$ cat config.mk
export PLATFORM = sky130hd
export DESIGN_NAME = sfbr_port
export DESIGN_NICKNAME = d
export VERILOG_FILES = /design/src/hdl/sfbr_sync.v /design/src/hdl/sfbr_port.v
export VERILOG_INCLUDE_DIRS = /design/src /design/src/shared
export SDC_FILE = /design/constraint.sdc
export NUM_CORES = 2
export LEC_CHECK = 0
export BUFFER_PORTS_ARGS = -buffer_cell sky130_fd_sc_hd__buf_2
export CAP_MARGIN = 20
export CORE_AREA = 3 3 452 454
export DETAILED_ROUTE_END_ITERATION = 10
export DIE_AREA = 0 0 455 457
export PLACE_DENSITY = 0.74
export SKIP_CTS_REPAIR_TIMING = 1
export SLEW_MARGIN = 15
export SYNTH_ARGS = -nofsm -noshare
export SYNTH_HDL_FRONTEND = slang
export SYNTH_SLANG_ARGS = --single-unit
$ cat constraint.sdc
create_clock -name i_ref_clk -period 6.5 [get_ports i_ref_clk]
set_clock_uncertainty 0.15 [all_clocks]
set_input_delay 1.3 -clock i_ref_clk [delete_from_list [all_inputs] [get_ports i_ref_clk]]
set_output_delay 1.3 -clock i_ref_clk [all_outputs]
set_load 0.02 [all_outputs]
$ cat src/shared/sfbr_defs.vh
// Constants for the flag-byte SPI register port.
// Assumes inclusion by bare name from the design files.
`ifndef SFBR_DEFS_VH
`define SFBR_DEFS_VH
`define SFBR_FLAG_WRITE   8'h57
`define SFBR_FLAG_STICKY  8'h53
`define SFBR_FLAG_READ    8'h52
`define SFBR_ADDR_W       8
`define SFBR_MEM_DEPTH    256
`define SFBR_PTR_RESET    8'h00
`define SFBR_MAX_SCK_KHZ  1000
`define SFBR_SETUP_US     50
`define SFBR_CLK_MHZ      100
`endif

$ cat src/hdl/sfbr_sync.v
// Two-flop synchroniser for one asynchronous level.
// Assumes the input is quasi-static relative to i_ref_clk.
`default_nettype none
module sfbr_sync
(
  // Clock and reset
  input  wire i_ref_clk,
  input  wire i_reset,
  input  wire i_reset_val,
  // Level in and out
  input  wire i_async,
  output wire o_sync
);
  reg meta_q;
  reg sync_q;
  always @(posedge i_ref_clk)
  begin
    if (i_reset)
    begin
      meta_q <= i_reset_val;
      sync_q <= i_reset_val;
    end
    else
    begin
      meta_q <= i_async;
      sync_q <= meta_q;
    end
  end
  // Reset to the pin's idle level so no false edge follows reset
  assign o_sync = sync_q;
endmodule
`default_nettype wire

$ cat src/hdl/sfbr_port.v
// Flag-byte SPI slave port onto a byte-addressed register memory.
// Assumes the SPI master keeps its own timing; pins sampled by i_ref_clk.
`default_nettype none
`include "sfbr_defs.vh"
module sfbr_port
(
  // Clock and reset
  input  wire       i_ref_clk,
  input  wire       i_reset,
  // SPI pins
  input  wire       i_spi_sck,
  input  wire       i_spi_cs_n,
  input  wire       i_spi_mosi,
  output reg        o_spi_miso,
  output wire       o_spi_miso_oe_n,
  // Internal memory read-back
  input  wire [7:0] i_peek_addr,
  output reg  [7:0] o_peek_data,
  // Status
  output reg  [7:0] o_read_ptr,
  output reg        o_sticky,
  output reg        o_frame_done
);
  // ****************************************************************
  // Memory and constants
  // ****************************************************************
  localparam ST_FLAG = 2'd0;
  localparam ST_ADDR = 2'd1;
  localparam ST_DATA = 2'd2;
  localparam ST_READ = 2'd3;
  // Memory holds the whole 8-bit address space
  reg [7:0] mem_q [0:`SFBR_MEM_DEPTH-1];

  // ****************************************************************
  // Pin synchronisers
  // ****************************************************************
  wire sck_s;
  wire cs_n_s;
  wire mosi_s;
  sfbr_sync u_sync_sck
  (
    .i_ref_clk   (i_ref_clk),
    .i_reset     (i_reset),
    .i_reset_val (1'b1),
    .i_async     (i_spi_sck),
    .o_sync      (sck_s)
  );
  sfbr_sync u_sync_cs
  (
    .i_ref_clk   (i_ref_clk),
    .i_reset     (i_reset),
    .i_reset_val (1'b1),
    .i_async     (i_spi_cs_n),
    .o_sync      (cs_n_s)
  );
  sfbr_sync u_sync_mosi
  (
    .i_ref_clk   (i_ref_clk),
    .i_reset     (i_reset),
    .i_reset_val (1'b1),
    .i_async     (i_spi_mosi),
    .o_sync      (mosi_s)
  );

  reg        sck_q;
  reg        cs_n_q;
  reg  [1:0] state_q;
  reg  [2:0] bit_q;
  reg  [6:0] sh_q;
  reg  [7:0] tx_q;
  reg  [7:0] addr_q;
  reg  [7:0] wcnt_q;
  reg  [7:0] rcnt_q;
  reg  [7:0] first_q;
  reg  [7:0] ptr_q;
  reg        sticky_q;
  reg        wsticky_q;
  reg        ignore_q;

  wire       rise = sck_s & ~sck_q;
  wire       fall = ~sck_s & sck_q;
  wire       active = ~cs_n_s;
  wire [7:0] rx_byte = {sh_q, mosi_s};
  wire       byte_end = rise & active & (bit_q == 3'd7);
  wire       cs_rise = cs_n_s & ~cs_n_q;

  // MISO only driven during a frame; enable active low
  assign o_spi_miso_oe_n = cs_n_s;

  // ****************************************************************
  // Frame engine
  // ****************************************************************
  always @(posedge i_ref_clk)
  begin
    if (i_reset)
    begin
      sck_q        <= 1'b1;
      cs_n_q       <= 1'b1;
      state_q      <= ST_FLAG;
      bit_q        <= 3'd0;
      sh_q         <= 7'h00;
      tx_q         <= 8'h00;
      addr_q       <= 8'h00;
      wcnt_q       <= 8'h00;
      rcnt_q       <= 8'h00;
      first_q      <= 8'h00;
      ptr_q        <= `SFBR_PTR_RESET;
      sticky_q     <= 1'b0;
      wsticky_q    <= 1'b0;
      ignore_q     <= 1'b0;
      o_spi_miso   <= 1'b1;
      o_read_ptr   <= `SFBR_PTR_RESET;
      o_sticky     <= 1'b0;
      o_frame_done <= 1'b0;
      o_peek_data  <= 8'h00;
    end
    else
    begin
      sck_q        <= sck_s;
      cs_n_q       <= cs_n_s;
      o_frame_done <= 1'b0;
      o_read_ptr   <= ptr_q;
      o_sticky     <= sticky_q;
      o_peek_data  <= mem_q[i_peek_addr];
      if (cs_n_s)
      begin
        state_q <= ST_FLAG;
        bit_q   <= 3'd0;
        ignore_q <= 1'b0;
        // Pointer preloaded for the flag byte
        tx_q       <= ptr_q;
        o_spi_miso <= ptr_q[7];
      end
      if (cs_rise)
      begin
        o_frame_done <= 1'b1;
        // Lone byte after flag is the pointer
        if (state_q == ST_DATA && wcnt_q == 8'h00)
        begin
          ptr_q    <= first_q;
          sticky_q <= wsticky_q;
          o_read_ptr <= first_q;
        end
        else if (state_q == ST_READ && !sticky_q)
        begin
          ptr_q <= ptr_q + rcnt_q;
        end
      end
      else if (active)
      begin
        if (rise)
        begin
          sh_q  <= rx_byte[6:0];
          bit_q <= bit_q + 3'd1;
        end
        // MSB leaves on the leading fall of each byte
        if (fall)
        begin
          o_spi_miso <= tx_q[7];
          tx_q       <= {tx_q[6:0], 1'b0};
        end
        if (byte_end)
        begin
          case (state_q)
            ST_FLAG:
            begin
              if (rx_byte == `SFBR_FLAG_WRITE || rx_byte == `SFBR_FLAG_STICKY)
              begin
                state_q   <= ST_ADDR;
                wsticky_q <= (rx_byte == `SFBR_FLAG_STICKY);
              end
              else if (rx_byte == `SFBR_FLAG_READ)
              begin
                state_q <= ST_READ;
                rcnt_q  <= 8'h00;
                tx_q    <= mem_q[ptr_q];
              end
              else
              begin
                // Unknown flag: rest of frame ignored
                state_q  <= ST_DATA;
                wcnt_q   <= 8'h01;
                addr_q   <= 8'h00;
                ignore_q <= 1'b1;
              end
            end
            ST_ADDR:
            begin
              first_q <= rx_byte;
              addr_q  <= rx_byte;
              wcnt_q  <= 8'h00;
              state_q <= ST_DATA;
            end
            ST_DATA:
            begin
              // Sequential store; bad flag frames never store
              if (!ignore_q)
              begin
                mem_q[addr_q] <= rx_byte;
              end
              addr_q <= addr_q + 8'h01;
              wcnt_q <= (wcnt_q == 8'hFF) ? 8'hFF : wcnt_q + 8'h01;
            end
            ST_READ:
            begin
              rcnt_q <= rcnt_q + 8'h01;
              tx_q   <= mem_q[ptr_q + rcnt_q + 8'h01];
            end
            default:
            begin
              state_q <= ST_FLAG;
            end
          endcase
        end
      end
    end
  end
endmodule
`default_nettype wire

# Word level (Yosys, flattened, before mapping)
# Memories as Yosys holds them, arrays and structs flattened. A register that Yosys moved wholly into a read port is not among the register bits.
# Cells that the tools add are included.
# classes
n_addsub,6
n_mul,0
n_div,0
order_cmp,0
n_eq_ne,11
shifts,0
mux,54
bitwise_logic,10
reduce_logical,16
# ops
cell,n
2-to-1 mux 8 bit,20
case mux 8 bit (3 select lines),2
"adder 8 x 1 -> 8 bit, second input constant",4
case mux 8 bit (2 select lines),2
"equality test 8 x 7 -> 1 bit, second input constant",3
2-to-1 mux 1 bit,20
2-to-1 mux 3 bit,4
AND reduction 6 bit,2
2-to-1 mux 2 bit,5
adder 8 bit,1
"equality test 8 bit, second input constant",1
logical NOT 8 bit,1
"!= test 2 bit, second input constant",3
AND 1 bit,5
NOT 1 bit,5
AND reduction 5 bit,1
"equality test 2 bit, second input constant",2
case mux 2 bit (2 select lines),1
AND reduction 2 bit,2
AND reduction 4 bit,1
nonzero test 2 bit,2
"adder 3 x 1 -> 3 bit, second input constant",1
"equality test 3 bit, second input constant",1
AND reduction 3 bit,1
6 further kinds,7
# totals
ff_bits,82
latch_bits,0
ramBits,2048
romBits,0
out_inout_bits,20
elab_cells,122
mem_count,1
# mem_list
memory,depth,word_bits,read_ports,rd_clocked_by_memory_dff,wr,line_no,text
mem_q,256,8,3,2,1,sfbr_port.v:32,reg [7:0] mem_q [0:`SFBR_MEM_DEPTH-1];

# Longest topological paths before layout
# logic_depth
ltp_word,9
mapped_depth,15

# Modules after synthesis
# A second synthesis with hierarchy kept.
# hier_totals
cells_unflattened,6441
area_unflattened_um2,116663.1
# modules_own_cells
module,n_inst,cells_each,area_each_um2,seq_area_each_um2
sfbr_port,1,6429,116475.5,63340.7
sfbr_sync,3,4,62.6,40.0

# Worst setup path before layout
# OpenSTA, ideal clock, no wires.
# synth_path
kind,register to register
startpoint,register sh_q[3]
endpoint,register rcnt_q[5]
setup_ns,0.145
t_arrival_ns,5.783
t_required_ns,6.205
slack_ns,0.421
stages_incl_launch_ff,10
path_buffers,0
synth_period_minus_slack_ns,6.079
path_cell_list,dfxtp_1 -> nor4bb_1 -> nand3b_1 -> nor4_2 -> a21oi_1 -> nor2_1 -> and4_1 -> nand3_1 -> xor2_1 -> nor2_1
# synth_between
elab_chain_cells,4
elab_cells_between_ends,7
classes_between,5 x eq/ne; 2 x reduce/logical
# synth_lines
element,line_no,text
"start, declared",sfbr_port.v:69,reg [6:0] sh_q;
"start signal, assigned",sfbr_port.v:153,sh_q <= rx_byte[6:0];
equality test 8 x 7 -> 1 bit (no line),--,
logical OR 1 bit (no line),--,
!= test 2 bit (no line),--,
AND reduction 6 bit (no line) (*),--,
"end signal, assigned",sfbr_port.v:206,rcnt_q <= rcnt_q + 8'h01;
"end, declared",sfbr_port.v:73,reg [7:0] rcnt_q;
# Mark *: on every way between the ends. The rest lies on a longest branch, timed or not.
# A chain may end at the register's enable or synchronous reset.

# Worst setup path in the final report
# layout_path
startpoint,register ptr_q[0]
endpoint,register tx_q[4]
# layout_between
elab_chain_cells,7
# layout_lines
element,line_no,text
"start, declared",sfbr_port.v:75,reg [7:0] ptr_q;
"start signal, assigned",sfbr_port.v:107,ptr_q <= `SFBR_PTR_RESET;
"start signal, assigned",sfbr_port.v:140,ptr_q <= first_q;
"start signal, assigned",sfbr_port.v:146,ptr_q <= ptr_q + rcnt_q;
adder 8 bit,sfbr_port.v:207,tx_q <= mem_q[ptr_q + rcnt_q + 8'h01];
adder 8 x 1 -> 8 bit,sfbr_port.v:207,
memory read (256 x 8 bit),--,
case mux 8 bit (2 select lines),sfbr_port.v:164,case (state_q)
2-to-1 mux 8 bit,sfbr_port.v:162,if (byte_end)
2-to-1 mux 8 bit,sfbr_port.v:149,else if (active)
2-to-1 mux 8 bit,sfbr_port.v:134,if (cs_rise)
"end signal, assigned",sfbr_port.v:131,tx_q <= ptr_q;
"end signal, assigned",sfbr_port.v:160,"tx_q <= {tx_q[6:0], 1'b0};"
"end signal, assigned",sfbr_port.v:176,tx_q <= mem_q[ptr_q];
"end, declared",sfbr_port.v:70,reg [7:0] tx_q;
# No other way between the ends.

==> results_dict.tcl <==
set metrics [dict create \
    endpoint_type_of_the_worst_setup_path "flop" \
    tritoncts.num_buffers 221 \
    placement_rows 164 \
    io-pin-count 33 \
    timing.critical_path.from_type "flop" \
    drt_wl_total_um 403000 \
    worstPathBufferInverterCount 2 \
    grt_pass1_vias 73800 \
    period_share_pct 87.9 \
    synth_flop_cell "sky130_fd_sc_hd__edfxtp_1" \
    synth.lib_cells_used.distinct 70 \
    crit_chain "ha_4 -> fa_1 -> xnor2_1 -> xnor2_2 -> buf_12 -> buf_4 -> mux2i_1 -> mux2i_1 -> nand3_1 -> nand4_1 -> o22ai_1 -> a211o_1 -> a31oi_1" \
    synth.ff_latch_count 2146 \
    area.sequential_sq_um 63500 \
    num-nets-final 6597 \
    initial_core_util_pct 58.1 \
    worst_setup_hold_path_clk_slew_ns 0.07 \
    synth_enable_flop_cells 2048 \
    grt_pass1_wl_um 569000 \
    critPathRequiredTime_ns 7.16 \
    maxCapViolCount 0 \
    grt_setup_unrepaired "false" \
    drt_first_iter_violations 14500 \
    syn_avg_cell_area_sq_um 17.7 \
    globalRoute.totalOverflow 0 \
    hold_violations 0 \
    cts_buffer_depth 3 \
    run_status "completed" \
    synth_sequential_area_ratio_pct 54.6 \
    floorplan.core_area_sq_um 200000 \
    power.static_leakage_nw 39.2 \
    critical_path_arrival_ns 6.37 \
    grt_use_total_pct 39.0 \
    worst_skew_pair.late_latency_ns 0.91 \
    finalSetupViolCount 0 \
    antenna_found_initial 31 \
    drc 0 \
    syn-cell-area_sq_um 116000 \
    buffer_ports.inserted 32 \
    nFillCells 13200 \
    setup-tns-final_ns 0 \
    firstDrtPassIters 7 \
    grt_start_max_net_pins 243 \
    layout-drive-gt1-share_pct 37.2 \
    critical-path-slowest-cell "sky130_fd_sc_hd__xnor2_1" \
    die_height_um 457 \
    clock-sinks 2146 \
    min_path_type "reg -> reg" \
    timing_max_transition_violations_final 0 \
    die_area_sq_um 208000 \
    critical_path_maximum_fanout 63 \
    root_buffer "sky130_fd_sc_hd__clkbuf_16" \
    worstMarginPinSlew_ns 1.35 \
    worst-setup-path-type "reg -> reg" \
    antenna_violating_nets_post_route 0 \
    multi_input_comb_area_sq_um 50300 \
    worst_path_most_repeated_cell "sky130_fd_sc_hd__mux2i_1" \
    power_density_nw_per_um2 231 \
    post-route-min-period_ns 5.72 \
    ffs_w_async_s_r_synth_pct 0 \
    cts.htree.levels 4 \
    max_freq_mhz 175 \
    synth.yosys.warnings 0 \
    dr_total_vias 76700 \
    mappedNetlistNets 6608 \
    postLayoutCoreUtil_pct 64.3 \
    cp_top_family "XOR/XNOR gates" \
    tritoncts_clock_tree "built" \
    worst_slew_margin_rel_pct 9.47 \
    max_stage_delay_ns 0.84 \
    detailedPlacementHpwl_um 262000 \
    die_w_um 455 \
    wl_per_cell_um 42.7 \
    synthesis.instances 6573 \
    synthToLayoutAreaGrowth_pct 10.6 \
    route.detailed.vias_per_inst 8.14 \
    replace_congestion 0.999 \
    max_ir_drop_vdd_mv 0.316 \
]
[worst register-to-register path, stage by stage, from the launching register on]
cell	delay (ns)
sky130_fd_sc_hd__dfxtp_1	0.42
sky130_fd_sc_hd__ha_4	0.22
sky130_fd_sc_hd__fa_1	0.42
sky130_fd_sc_hd__xnor2_1	0.84
sky130_fd_sc_hd__xnor2_2	0.38
sky130_fd_sc_hd__buf_12	0.46
sky130_fd_sc_hd__buf_4	0.50
sky130_fd_sc_hd__mux2i_1	0.20
sky130_fd_sc_hd__mux2i_1	0.68
sky130_fd_sc_hd__nand3_1	0.44
sky130_fd_sc_hd__nand4_1	0.25
sky130_fd_sc_hd__o22ai_1	0.10
sky130_fd_sc_hd__a211o_1	0.41
sky130_fd_sc_hd__a31oi_1	0.16
[where the power goes]
group | switching [W] | internal [W] | leakage [nW]
combinational | 0.000626 | 0.000513 | 15.8
sequential | 0.0000181 | 0.0149 | 19.6
clock | 0.00580 | 0.00779 | 3.76
[worst paths after layout]
path	cells past startpoint	from	slack, ns	endpoint
worst min register to register	1	u_sync_cs.meta_q	0.27	u_sync_cs.o_sync
worst max-delay path	13	ptr_q[0]	0.78	tx_q[4]
worst min-delay path	1	u_sync_cs.meta_q	0.27	u_sync_cs.o_sync
worst max register to register	13	ptr_q[0]	0.78	tx_q[4]
[metrics by stage]
| step | instances | power [W] | cell area [sq um] | setup WS (ns) | hold slack (ns) |
|---|---|---|---|---|---|
| 2_1_floorplan | 6573 | 0.0159 | 116000 | 0.421 | 0.239 |
| 3_3_place_gp | 8972 | 0.0163 | 121000 | 1.28 | 0.256 |
| 3_5_place_dp | 8982 | 0.0163 | 121000 | 1.28 | 0.259 |
| 4_1_cts | 9398 | 0.0296 | 128000 | 1.22 | 0.278 |
| 5_1_grt | 9416 | 0.0302 | 129000 | 0.904 | 0.286 |
| 6_report | 9431 | 0.0297 | 129000 | 0.784 | 0.273 |
[placed cells by master, fill, tap and decap left out, drive strengths merged, types with 7 or more instances in the layout]
cell and instances:
edfxtp 2048, and3 55, nand2 559, a21oi 68, bufinv 37, nor2b 41, a311o 14, mux2i 106
and2 19, nand3b 17, a22oi 131, nor3 47, o22ai 38, diode 20, nand4 29, clkinvlp 16
a311oi 14, ha 21, buf 366, a31oi 47, nand2b 16, dfxtp 98, or2 10, clkbuf 242
nor2 354, a211oi 45, nand3 291, mux4 1721, nor4 15, o21ai 27, inv 32, xnor2 13
clkinv 108, a211o 7, xor2 9, o311ai 11, mux2 8, o211ai 22
[per-layer routing]
layer	routed length, um	vias up	GRT usage (%)
li1	-	28200	-
met1	128000	39100	51.8
met2	175000	7999	54.7
met3	74500	1407	18.3
met4	25600	24	18.7
met5	162	-	0.0233
[cells in the mapped netlist (38+ instances only)]
cell | number | share of area, %
sky130_fd_sc_hd__mux2i_1 | 106 | 0.91
sky130_fd_sc_hd__nand3_1 | 291 | 1.3
sky130_fd_sc_hd__o22ai_1 | 38 | 0.20
sky130_fd_sc_hd__edfxtp_1 | 2048 | 53
sky130_fd_sc_hd__nand2_1 | 559 | 1.8
sky130_fd_sc_hd__a21oi_1 | 68 | 0.29
sky130_fd_sc_hd__clkbuf_1 | 327 | 1.1
sky130_fd_sc_hd__nor3_1 | 47 | 0.20
sky130_fd_sc_hd__buf_2 | 178 | 0.77
sky130_fd_sc_hd__a31oi_1 | 47 | 0.25
sky130_fd_sc_hd__a211oi_1 | 45 | 0.29
sky130_fd_sc_hd__buf_1 | 90 | 0.29
sky130_fd_sc_hd__mux4_2 | 1721 | 33
sky130_fd_sc_hd__nor2_1 | 354 | 1.1
sky130_fd_sc_hd__nor2b_1 | 41 | 0.22
sky130_fd_sc_hd__dfxtp_1 | 98 | 1.7
sky130_fd_sc_hd__and3_1 | 55 | 0.30
sky130_fd_sc_hd__a22oi_1 | 131 | 0.85
[final cells by class]
class | count | area share, %
repair buffers | 367 | 2.75
inverters | 18 | 0.0526
multi-input cells | 3808 | 39.2
clock buffers | 241 | 4.38
well taps | 2656 | 2.59
flip-flops and latches | 2146 | 49.4
diodes | 20 | 0.0389
clock inverters | 175 | 1.64
[flip-flops by register name, summed over array words and instances, names as in the netlist, 2 cells and up, named ones only]
signal / cells
state_q: 2
wcnt_q: 8
addr_q: 8
o_read_ptr: 8
ptr_q: 8
rcnt_q: 8
sh_q: 7
o_peek_data: 8
first_q: 8
tx_q: 8
mem_q: 2048
bit_q: 3
[logic make-up after synthesis]
kind of cell / count (synthesis) / share of synthesized area [%]
xor+xnor: 22 / 0.166
simple gates: 1468 / 5.62
fa+ha+maj: 22 / 0.243
flops: 2146 / 54.6
mux: 1835 / 34.3
compound gates: 461 / 2.79
buf+inv: 619 / 2.21
Note: power is estimated with default switching activity, not from simulation.
